## src/icu_pkg.sv

```systemverilog
// Package: register map, field layout and encodings of the input capture channel
package icu_pkg;
  // Byte offsets on the register bus
  localparam logic [3:0] CTRL_OFS = 4'h0;
  localparam logic [3:0] BUF_OFS = 4'h4;
  localparam logic [3:0] IRQ_STAT_OFS = 4'h8;
  localparam logic [3:0] IRQ_MASK_OFS = 4'hc;
  // Control register fields
  localparam int SIDL_BIT = 13;
  localparam int TSEL_LSB = 10;
  localparam int CPI_LSB = 5;
  localparam int OVF_BIT = 4;
  localparam int BNE_BIT = 3;
  localparam int MODE_LSB = 0;
  localparam logic [15:0] CTRL_RESET = 16'h0000;
  localparam logic [15:0] CTRL_WMASK = 16'h3c67;
  // Interrupt status bits
  localparam int IRQ_CAP_BIT = 0;
  localparam int IRQ_OVF_BIT = 1;
  localparam int IRQ_WAKE_BIT = 2;
  localparam logic [2:0] IRQ_RESET = 3'h0;
  // Buffer
  localparam int BUF_DEPTH = 4;
  localparam int TS_WIDTH = 16;
  // Capture modes
  typedef enum logic [2:0] {
    MODE_OFF = 3'h0,
    MODE_EVERY_EDGE = 3'h1,
    MODE_FALL = 3'h2,
    MODE_RISE = 3'h3,
    MODE_PRE4 = 3'h4,
    MODE_PRE16 = 3'h5,
    MODE_DISABLED = 3'h6,
    MODE_WAKE = 3'h7
  } icu_mode_e;
  // Time base codes
  localparam logic [2:0] TSEL_TMR3 = 3'h0;
  localparam logic [2:0] TSEL_TMR2 = 3'h1;
  localparam logic [2:0] TSEL_TMR4 = 3'h2;
  localparam logic [2:0] TSEL_TMR5 = 3'h3;
  localparam logic [2:0] TSEL_TMR1 = 3'h4;
  localparam logic [2:0] TSEL_SYS = 3'h7;
endpackage : icu_pkg

```

## src/icu_fifo.sv

```systemverilog
// File: four-entry capture buffer held in flip-flops
`timescale 1ns/1ps
module icu_fifo #(
  parameter int WIDTH = 16,
  parameter int DEPTH = 4
) (
  // Clock and reset
  input wire logic clk,
  input wire logic reset,
  input wire logic flush,
  // Write side
  input wire logic wr_valid,
  output logic wr_ready,
  input wire logic [WIDTH-1:0] wr_data,
  // Read side
  input wire logic rd_pop,
  output logic rd_valid,
  output logic [WIDTH-1:0] rd_data
);
  localparam int AW = $clog2(DEPTH);
  logic [WIDTH-1:0] mem_reg [DEPTH];
  logic [AW-1:0] wp_reg;
  logic [AW-1:0] rp_reg;
  logic [AW:0] cnt_reg;
  wire do_wr = wr_valid && wr_ready;
  wire do_rd = rd_pop && rd_valid;

  assign wr_ready = cnt_reg < (AW+1)'(DEPTH);
  assign rd_valid = cnt_reg != '0;
  assign rd_data = mem_reg[rp_reg];

  always_ff @(posedge clk) begin
    if (reset || flush) begin
      wp_reg <= '0;
      rp_reg <= '0;
      cnt_reg <= '0;
    end else begin
      if (do_wr) begin
        mem_reg[wp_reg] <= wr_data;
        wp_reg <= (wp_reg == AW'(DEPTH - 1)) ? '0 : wp_reg + 1'b1;
      end
      if (do_rd) begin
        rp_reg <= (rp_reg == AW'(DEPTH - 1)) ? '0 : rp_reg + 1'b1;
      end
      cnt_reg <= cnt_reg + (AW+1)'(do_wr) - (AW+1)'(do_rd);
    end
  end
endmodule : icu_fifo

```

## src/icu_capture.sv

```systemverilog
// File: input capture channel with control register, time base and Wishbone slave
//
// The Wishbone slave port and the address map were left to the implementer.
`timescale 1ns/1ps
module icu_capture #(
  parameter int DEPTH = icu_pkg::BUF_DEPTH,
  parameter int TSW = icu_pkg::TS_WIDTH
) (
  // Clock and reset
  input wire logic clk,
  input wire logic reset,
  // Wishbone slave
  input wire logic wb_cyc_i,
  input wire logic wb_stb_i,
  input wire logic wb_we_i,
  input wire logic [3:0] wb_adr_i,
  input wire logic [3:0] wb_sel_i,
  input wire logic [31:0] wb_dat_i,
  output logic [31:0] wb_dat_o,
  output logic wb_ack_o,
  output logic wb_err_o,
  // Pin and power state
  input wire logic capture_input,
  input wire logic cpu_idle,
  input wire logic cpu_sleep,
  // Time base ticks
  input wire logic tmr1_tick,
  input wire logic tmr2_tick,
  input wire logic tmr3_tick,
  input wire logic tmr4_tick,
  input wire logic tmr5_tick,
  // Interrupts
  output logic irq
);
  // Registers
  logic [15:0] capture_control_one_reg;
  logic [2:0] irq_stat_reg;
  logic [2:0] irq_mask_reg;
  logic [TSW-1:0] counter_reg;
  logic half_reg;
  logic in_reg;
  logic [3:0] pre_reg;
  logic [1:0] cpi_cnt_reg;
  logic ovf_reg;
  logic ack_reg;
  logic [31:0] rdat_reg;

  // Control fields
  wire stop_in_idle = capture_control_one_reg[icu_pkg::SIDL_BIT];
  wire [2:0] time_base_select = capture_control_one_reg[icu_pkg::TSEL_LSB +: 3];
  wire [1:0] captures_per_interrupt = capture_control_one_reg[icu_pkg::CPI_LSB +: 2];
  icu_pkg::icu_mode_e capture_mode_select;
  assign capture_mode_select = icu_pkg::icu_mode_e'(capture_control_one_reg[icu_pkg::MODE_LSB +: 3]);

  // Mode decoding
  wire mode_off = capture_mode_select == icu_pkg::MODE_OFF;
  wire mode_dis = capture_mode_select == icu_pkg::MODE_DISABLED;
  wire mode_wake = capture_mode_select == icu_pkg::MODE_WAKE;
  wire chan_idle = mode_off || mode_dis;
  wire halted = stop_in_idle && cpu_idle;
  wire run = !chan_idle && !mode_wake && !halted;

  // Edge detection on the synchronous input
  wire rise = capture_input && !in_reg;
  wire fall = !capture_input && in_reg;

  // Time base select
  logic tb_tick;
  always_comb begin
    unique case (time_base_select)
      icu_pkg::TSEL_SYS: tb_tick = half_reg;
      icu_pkg::TSEL_TMR1: tb_tick = tmr1_tick;
      icu_pkg::TSEL_TMR2: tb_tick = tmr2_tick;
      icu_pkg::TSEL_TMR3: tb_tick = tmr3_tick;
      icu_pkg::TSEL_TMR4: tb_tick = tmr4_tick;
      icu_pkg::TSEL_TMR5: tb_tick = tmr5_tick;
      default: tb_tick = 1'b0;
    endcase
  end

  // Capture event per mode
  wire pre_wrap4 = pre_reg[1:0] == 2'h3;
  wire pre_wrap16 = pre_reg == 4'hf;
  logic cap_evt;
  always_comb begin
    unique case (capture_mode_select)
      icu_pkg::MODE_EVERY_EDGE: cap_evt = rise || fall;
      icu_pkg::MODE_FALL: cap_evt = fall;
      icu_pkg::MODE_RISE: cap_evt = rise;
      icu_pkg::MODE_PRE4: cap_evt = rise && pre_wrap4;
      icu_pkg::MODE_PRE16: cap_evt = rise && pre_wrap16;
      default: cap_evt = 1'b0;
    endcase
  end
  wire capture = run && cap_evt;

  // Buffer
  logic fifo_ready;
  logic fifo_valid;
  logic [TSW-1:0] fifo_data;
  wire wr_en = capture && fifo_ready;
  wire overflow_evt = capture && !fifo_ready;

  // Bus decode
  // Answer cycle blocks a second take of the same request
  wire bus_req = wb_cyc_i && wb_stb_i && !ack_reg && !wb_err_o;
  wire hit_ctrl = wb_adr_i == icu_pkg::CTRL_OFS;
  wire hit_buf = wb_adr_i == icu_pkg::BUF_OFS;
  wire hit_stat = wb_adr_i == icu_pkg::IRQ_STAT_OFS;
  wire hit_mask = wb_adr_i == icu_pkg::IRQ_MASK_OFS;
  wire hit_any = hit_ctrl || hit_buf || hit_stat || hit_mask;
  wire wr_ok = bus_req && wb_we_i && hit_any;
  wire rd_buf = bus_req && !wb_we_i && hit_buf;
  wire pop = rd_buf && fifo_valid;
  wire [31:0] bmask = {{8{wb_sel_i[3]}}, {8{wb_sel_i[2]}}, {8{wb_sel_i[1]}}, {8{wb_sel_i[0]}}};
  wire [31:0] wdat = wb_dat_i & bmask;

  // Interrupt causes: counted captures, buffer overflow or wake edge
  wire cpi_hit = cpi_cnt_reg == captures_per_interrupt;
  wire every_edge = capture_mode_select == icu_pkg::MODE_EVERY_EDGE;
  wire cap_irq = wr_en && (every_edge || cpi_hit);
  wire wake_irq = mode_wake && (cpu_sleep || cpu_idle) && rise;
  wire [2:0] irq_set = {wake_irq, overflow_evt, cap_irq};
  wire [2:0] irq_clr = (wr_ok && hit_stat) ? wdat[2:0] : 3'h0;
  assign irq = |(irq_stat_reg & irq_mask_reg);

  // Readback
  wire [15:0] ctrl_rd = (capture_control_one_reg & icu_pkg::CTRL_WMASK)
      | (16'(ovf_reg) << icu_pkg::OVF_BIT) | (16'(fifo_valid) << icu_pkg::BNE_BIT);
  logic [31:0] rd_mux;
  always_comb begin
    rd_mux = 32'h0;
    if (hit_ctrl) begin
      rd_mux = {16'h0, ctrl_rd};
    end else if (hit_buf) begin
      rd_mux = fifo_valid ? 32'(fifo_data) : 32'h0;
    end else if (hit_stat) begin
      rd_mux = {29'h0, irq_stat_reg};
    end else if (hit_mask) begin
      rd_mux = {29'h0, irq_mask_reg};
    end
  end

  wire [15:0] ctrl_next = (capture_control_one_reg & ~bmask[15:0]) | wdat[15:0];

  icu_fifo #(.WIDTH(TSW), .DEPTH(DEPTH)) u_fifo (
    .clk(clk),
    .reset(reset),
    .flush(chan_idle),
    .wr_valid(capture),
    .wr_ready(fifo_ready),
    .wr_data(counter_reg),
    .rd_pop(pop),
    .rd_valid(fifo_valid),
    .rd_data(fifo_data)
  );

  // Bus slave: one-cycle answer
  always_ff @(posedge clk) begin
    if (reset) begin
      ack_reg <= 1'b0;
      wb_err_o <= 1'b0;
      rdat_reg <= 32'h0;
    end else begin
      ack_reg <= bus_req && hit_any;
      wb_err_o <= bus_req && !hit_any;
      rdat_reg <= (bus_req && !wb_we_i) ? rd_mux : 32'h0;
    end
  end
  assign wb_ack_o = ack_reg;
  assign wb_dat_o = rdat_reg;

  // Registers written by software
  always_ff @(posedge clk) begin
    if (reset) begin
      capture_control_one_reg <= icu_pkg::CTRL_RESET;
      irq_mask_reg <= icu_pkg::IRQ_RESET;
    end else if (wr_ok) begin
      if (hit_ctrl) begin
        capture_control_one_reg <= ctrl_next & icu_pkg::CTRL_WMASK;
      end
      if (hit_mask) begin
        irq_mask_reg <= (irq_mask_reg & ~bmask[2:0]) | wdat[2:0];
      end
    end
  end

  // Sticky interrupt status, set beats clear
  always_ff @(posedge clk) begin
    if (reset) begin
      irq_stat_reg <= icu_pkg::IRQ_RESET;
    end else begin
      irq_stat_reg <= (irq_stat_reg & ~irq_clr) | irq_set;
    end
  end

  // Overflow flag
  always_ff @(posedge clk) begin
    if (reset || chan_idle) begin
      ovf_reg <= 1'b0;
    end else if (overflow_evt) begin
      ovf_reg <= 1'b1;
    end else if (pop) begin
      ovf_reg <= 1'b0;
    end
  end

  // Counter, prescaler and capture counting
  always_ff @(posedge clk) begin
    if (reset) begin
      counter_reg <= '0;
      half_reg <= 1'b0;
      in_reg <= 1'b0;
      pre_reg <= 4'h0;
      cpi_cnt_reg <= 2'h0;
    end else begin
      in_reg <= capture_input;
      half_reg <= !half_reg;
      if (chan_idle) begin
        counter_reg <= '0;
        pre_reg <= 4'h0;
        cpi_cnt_reg <= 2'h0;
      end else if (run) begin
        if (tb_tick) begin
          counter_reg <= counter_reg + 1'b1;
        end
        if (rise) begin
          pre_reg <= pre_reg + 4'h1;
        end
        if (wr_en && !every_edge) begin
          cpi_cnt_reg <= cpi_hit ? 2'h0 : cpi_cnt_reg + 2'h1;
        end
      end
    end
  end
endmodule : icu_capture

```

## config.mk

```make
export PLATFORM = sky130hd
export DESIGN_NAME = icu_capture
export DESIGN_NICKNAME = d
export VERILOG_FILES = /design/src/icu_pkg.sv /design/src/icu_fifo.sv /design/src/icu_capture.sv
export SDC_FILE = /design/constraint.sdc
export NUM_CORES = 1
export LEC_CHECK = 0
export BUFFER_PORTS_ARGS = -buffer_cell sky130_fd_sc_hd__buf_4
export CORE_ASPECT_RATIO = 0.7
export CORE_MARGIN = 2
export CORE_UTILIZATION = 56
export DETAILED_ROUTE_END_ITERATION = 10
export MAX_ROUTING_LAYER = met4
export PLACE_DENSITY = 0.79
export SYNTH_ARGS = -nofsm -noshare
export SYNTH_HDL_FRONTEND = slang
export SYNTH_SLANG_ARGS = --single-unit
```

## constraint.sdc

```tcl
create_clock -name clk -period 4.23 [get_ports clk]
set_input_delay 0.6345 -clock clk [delete_from_list [all_inputs] [get_ports clk]]
set_output_delay 0.6345 -clock clk [all_outputs]
set_load 0.005 [all_outputs]
```

After elaboration in Yosys (flattened, before gate mapping)
Memory sizes are Yosys's and may differ from the RTL's. A register that Yosys moved wholly into a read port is not among the register bits.
Index checks and enable logic that the tools add are counted.
{"block": "totals", "ff_bits": 81, "latch_bits": 0, "mem_bits_rw": 64, "romBits": 0, "inputBits": 53, "out_inout_bits": 35, "word_cells": 137, "mem_count": 1}
{"name": "u_fifo.mem_reg", "words": 4, "word_bits": 16, "rd": 1, "rd_ports_with_merged_regs": 1, "write_ports": 1, "line": "icu_fifo.sv:21", "rtl": "logic [WIDTH-1:0] mem_reg [DEPTH];"}
{"block": "classes", "add_sub_neg": 7, "n_mul": 0, "n_div": 0, "magnitude_cmp": 1, "n_eq_ne": 20, "n_shift": 0, "n_mux": 18, "bitwise": 14, "n_reduce_logical": 60}
{"cell": "16-bit 2-to-1 mux", "n": 3}
{"cell": "14-bit AND", "n": 2}
{"cell": "1-bit logical AND", "n": 26}
{"cell": "3-bit equality test, second input constant", "n": 6}
{"cell": "16-bit by 1-bit adder with 16-bit output, second input constant", "n": 1}
{"cell": "14-bit NOT", "n": 1}
{"cell": "14-bit OR", "n": 1}
{"cell": "14-bit by 4-bit OR with 14-bit output", "n": 1}
{"cell": "14-bit by 5-bit OR with 14-bit output", "n": 1}
{"cell": "3-bit by 2-bit equality test with 1-bit output, second input constant", "n": 4}
{"cell": "4-bit equality test, second input constant", "n": 3}
{"cell": "1-bit logical NOT", "n": 12}
{"cell": "2-bit 2-to-1 mux", "n": 5}
{"cell": "2-bit AND reduction", "n": 5}
{"cell": "3-bit AND", "n": 3}
{"cell": "3-bit 2-to-1 mux", "n": 3}
{"cell": "1-bit logical OR", "n": 8}
{"cell": "2-bit by 1-bit adder with 2-bit output, second input constant", "n": 3}
{"cell": "2-bit equality test, second input constant", "n": 3}
{"cell": "3-bit by 1-bit equality test with 1-bit output, second input constant", "n": 2}
{"cell": "3-bit logical NOT", "n": 2}
{"cell": "3-bit NOT", "n": 2}
{"cell": "3-bit OR", "n": 2}
{"cell": "1-bit case mux with 6 select lines", "n": 1}
{"cell": "14 further kinds", "n": 20}

Longest topological paths before layout
{"block": "depth", "ltp_word": 10, "mapped_depth": 13, "ltp_nobuf": 12}

Cells and area by module
A second synthesis with hierarchy kept.
{"block": "unflattened", "hier_cells": 442, "hier_area_um2": 5534.1}
{"module": "icu_fifo", "instances": 1, "cells_each": 135, "area_each_um2": 2822.7}
{"module": "icu_capture", "instances": 1, "cells_each": 307, "area_each_um2": 2711.4}

Worst setup path after synthesis
Ideal clock, no wire load.
{"block": "synth_timing", "kind": "input -> register", "startpoint": "in capture_input", "endpoint": "reg u_fifo.cnt_reg[2]", "setup_ns": 0.128, "t_arrival_ns": 3.139, "setup_slack_ns": 0.964, "cell_stages": 12, "path_buffers": 1, "path_cell_list": "inv_1 ha_1 or2_2 a211o_1 a311oi_1 clkbuf_1 ha_1 inv_1 fa_1 xnor2_1 xnor2_1 nor2_1"}
{"block": "synth_between", "elab_chain_cells": 8, "word_cells_on_any_way": 11, "classes_between": "2 x add/sub; 1 x mux; 8 x reduce/logical"}
{"element": "start: declaration", "line": "icu_capture.sv:23", "rtl": "input wire logic capture_input,"}
{"element": "1-bit logical NOT", "line": "icu_capture.sv:65", "rtl": "wire fall = !capture_input && in_reg;"}
{"element": "1-bit logical AND", "line": "icu_capture.sv:65"}
{"element": "1-bit logical OR", "line": "icu_capture.sv:87", "rtl": "icu_pkg::MODE_EVERY_EDGE: cap_evt = rise || fall;"}
{"element": "1-bit case mux with 5 select lines *", "line": "icu_capture.sv:86", "rtl": "unique case (capture_mode_select)"}
{"element": "1-bit logical AND *", "line": "icu_capture.sv:95", "rtl": "wire capture = run && cap_evt;"}
{"element": "1-bit logical AND *", "line": "icu_fifo.sv:25", "rtl": "wire do_wr = wr_valid && wr_ready;"}
{"element": "via u_fifo.do_wr", "line": "icu_fifo.sv:25"}
{"element": "3-bit by 1-bit adder with 3-bit output *", "line": "icu_fifo.sv:45", "rtl": "cnt_reg <= cnt_reg + (AW+1)'(do_wr) - (AW+1)'(do_rd);"}
{"element": "3-bit by 1-bit subtractor with 3-bit output *", "line": "icu_fifo.sv:45"}
{"element": "end signal: assignment", "line": "icu_fifo.sv:45"}
{"element": "end: declaration", "line": "icu_fifo.sv:24", "rtl": "logic [AW:0] cnt_reg;"}
The timed path passes the listed nets; every way through them passes the cells marked *.
A chain may end at the register's enable or synchronous reset.

Final worst setup path
{"block": "layout_timing", "startpoint": "in wb_adr_i[1]", "endpoint": "reg u_fifo.cnt_reg[2]"}
{"block": "layout_between", "elab_chain_cells": 5}
{"element": "start: declaration", "line": "icu_capture.sv:16", "rtl": "input wire logic [3:0] wb_adr_i,"}
{"element": "4-bit by 3-bit equality test with 1-bit output", "line": "icu_capture.sv:108", "rtl": "wire hit_buf = wb_adr_i == icu_pkg::BUF_OFS;"}
{"element": "1-bit logical AND", "line": "icu_capture.sv:113", "rtl": "wire rd_buf = bus_req && !wb_we_i && hit_buf;"}
{"element": "1-bit logical AND", "line": "icu_capture.sv:114", "rtl": "wire pop = rd_buf && fifo_valid;"}
{"element": "1-bit logical AND", "line": "icu_fifo.sv:26", "rtl": "wire do_rd = rd_pop && rd_valid;"}
{"element": "3-bit by 1-bit subtractor with 3-bit output", "line": "icu_fifo.sv:45"}
No other way between the ends.

==> reports/qor.csv <==
stage,metric,value,unit
timing,setup TNS,0,ns
clock_tree,post-cts repair resize count,0,
timing,final setup vio count,0,
yosys,"Distinct cells, synth",54,
detailed_routing,DR iter-0 viols,358,
detailed_routing,mean number of vias per cell,5.821,
setup_path,CP endpoint kind,flip-flop,
timing,minimum clock period,3.053,ns
power,pwr/cell area,450.3,mW/mm^2
floorplanning,Die Ht,87.01,um
grt,All-Layer GR Usage,24.07,%
yosys,main flop type after synthesis,dfxtp_1,
layout,Layout area overhead,19.50,%
layout,Nets,551,
setup_path,CP dominant cell by count,inv_1,
grt,Congestion Overflow GR,0,
layout,"commonest cells after routing, fill and taps aside","dfxtp_1 (67), edfxtp_1 (64), buf_4 (55), nor2_1 (43), inv_1 (19)",
grt,vias in the first global route,3547,
yosys,Mapped Cells,435,
floorplanning,die width,122.6,um
layout,filler cell count,610,
floorplanning,starting density of the core,57.15,%
placement,DP HPWL,7.251,mm
floorplanning,FP Rows,30,
yosys,Synth area leaders,"edfxtp_1 (35%), dfxtp_1 (24%), mux4_2 (6.9%)",
timing,Slew Limit Fails,0,
layout,# diodes,0,
detailed_routing,DRC errors left,0,
placement,Post-Place Cells,595,
yosys,top cell type's share of synthesized area,34.86,%
hold_path,Hold Path Class,reg -> reg,
timing,slew of the pin with the lowest slew margin,0.9521,ns
clock_tree,worst-skew pair later-pin latency,0.42,ns
detailed_routing,Routed WL per cell,18.68,um
timing,max_slew headroom,36.29,%
setup_path,slowest CP cell,or4b_4,
grt,initial antenna violation count,0,
placement,Area after DPL,0.005937,mm^2
clock_tree,clock sink total,131,
clock_tree,H-Tree Depth,4,
yosys,syn_area_per_cell,12.67,um^2
detailed_routing,drt total wl,11.71,mm
timing,worst setup margin,1.177,ns
layout,"Cell Count, Final, Fillers Out",627,
clock_tree,maximum clock path buffer count,2,
placement,Port Buf Inserts,46,
clock_tree,CTS Root Cell,clkbuf_16,
yosys,Post-synth EDFFs,64,
setup_path,Worst Path Max Fanout,5,
detailed_routing,ANT nets after route,0,
setup_path,class of the most critical setup path,in -> reg,
placement,"worst slack, placed",0.8254,ns
clock_tree,Post-CTS Setup Repair Bufs,0,
timing,skew final,0.01830,ns
timing,Tcrit/Tclk final,72.18,%
yosys,asr flop ratio synth,0,%
power,total power,0.002966,W
yosys,sequential-to-total area share from yosys stat,59.19,%
grt,largest net degree at the start of global routing,23,
clock_tree,hold buffers post-CTS,0,
floorplanning,Die ar.,0.01067,mm^2
yosys,register bit total from synthesis,131,
flow_run,# Max-Cap Violations,0,
clock_tree,"Clk pin slew, worst setup/hold paths",0.06,ns
floorplanning,Top-Level Pins,88,
layout,"most common cell after layout, fill and taps aside",dfxtp_1,
clock_tree,CTS tree,built,
setup_path,startpoint types,input port,
setup_path,CP max stage delay,0.52,ns
yosys,leading area contributor after synthesis,edfxtp_1,
status,run status,"complete, no violations",
timing,final hold vios,0,
layout,post-route cell area,0.006588,mm^2
placement,RePlAce Congestion,0.8495,
power,leakage power figure,2.508,nW
power,peak supply drop,316.7,uV
grt,first-pass GRT wire length,18.31,mm
clock_tree,CTS buffer count,17,
setup_path,Critical Path AT,3.32,ns
detailed_routing,routed vias,3650,
floorplanning,core area,0.009647,mm^2
detailed_routing,Pre-antenna DRT Iters,6,
yosys,Yosys warnings,0,
setup_path,WP data required,4.49,ns
timing,RSZ-0062 raised after global routing,false,
yosys,post-synthesis cell area,0.005513,mm^2
layout,layout cells sized above 1,23.05,%
timing,FMAX,0.3275,GHz
setup_path,"Critical Path, Cell by Cell",buf_4 > or2_4 > or4b_4 > or3_1 > inv_1 > ha_1 > inv_1 > ha_1 > inv_1 > fa_1 > xnor2_1 > xnor2_1 > nor2_1,
-- worst max-delay path, delay by kind of cell --
family	cells	cell delay (ns)
buffers and inverters	4	0.32
XOR/XNOR	2	0.30
AND/OR/NAND/NOR	4	1.33
adder cells (fa/ha/maj)	3	0.73
-- synth_stat cells (4+ instances only) --
cell type,number
edfxtp_1,64
buf_2,4
a21oi_1,10
dfxtp_1,67
inv_1,19
nor4_1,13
clkbuf_1,13
mux4_2,17
and3_1,9
xnor2_1,18
mux2i_1,15
nor2_1,43
buf_1,4
and4_1,6
nand3_1,10
buf_4,16
nor3_1,6
or3_1,4
xor2_1,4
and2_1,7
ha_1,11
nand2_1,15
a22o_1,10
nand4_1,8
-- final cells by class --
class                      count  area, um^2  share of cell area, %
timing repair buffer          55       412.9                  6.268
multi-input combinational    262        2029                  30.81
clock inverter                13       196.4                  2.982
sequential                   131        3263                  49.53
clock buffer                  19       454.2                  6.895
tap                          128       160.2                  2.431
inverter                      19       71.32                  1.083
-- through the flow --
| step | hold WS (ns) | utilization [%] |
|---|---|---|
| 2_1_floorplan | 0.3858 | - |
| 3_3_place_gp | 0.3967 | 61.54 |
| 3_5_place_dp | 0.4014 | 61.54 |
| 4_1_cts | 0.4360 | 68.29 |
| 5_1_grt | 0.4507 | 68.29 |
| 6_report | 0.4317 | 68.29 |
-- cells by family after synthesis --
group | share of synthesized area [%]
AO/OA/AOI/OAI | 5.878
XOR/XNOR | 3.495
adder cells (fa/ha/maj) | 2.860
buffers and inverters | 5.084
flip-flops | 59.19
multiplexers | 10.28
other | 0.06802
AND/OR/NAND/NOR | 13.14
-- report_power, final --
part	internal [W]	switching (W)	total (W)
registers	0.00132	0.00000146	0.00132
logic	0.0000241	0.0000273	0.0000515
clock network	0.00103	0.000563	0.00159
-- metal layers --
layer  GRT usage (%)  wire length (um)  share of wire (%)  vias up
met5               -                 0                  0        -
met4           10.03               249                2.1        0
met3           6.086               996                8.5       31
met2           37.98              5532                 47      188
met1           29.87              4932                 42     1764
li1                -                 -                  -     1667
-- worst paths after layout --
check,start,end,slack [ns],cells past startpoint
worst min-delay path,half_reg,half_reg,0.43,1
worst max register to register,u_fifo.cnt_reg[1],u_fifo.cnt_reg[2],1.27,12
worst max-delay path,wb_adr_i[1],u_fifo.cnt_reg[2],1.18,13
worst min register to register,half_reg,half_reg,0.43,1
Power figures use the tool's default switching activity.
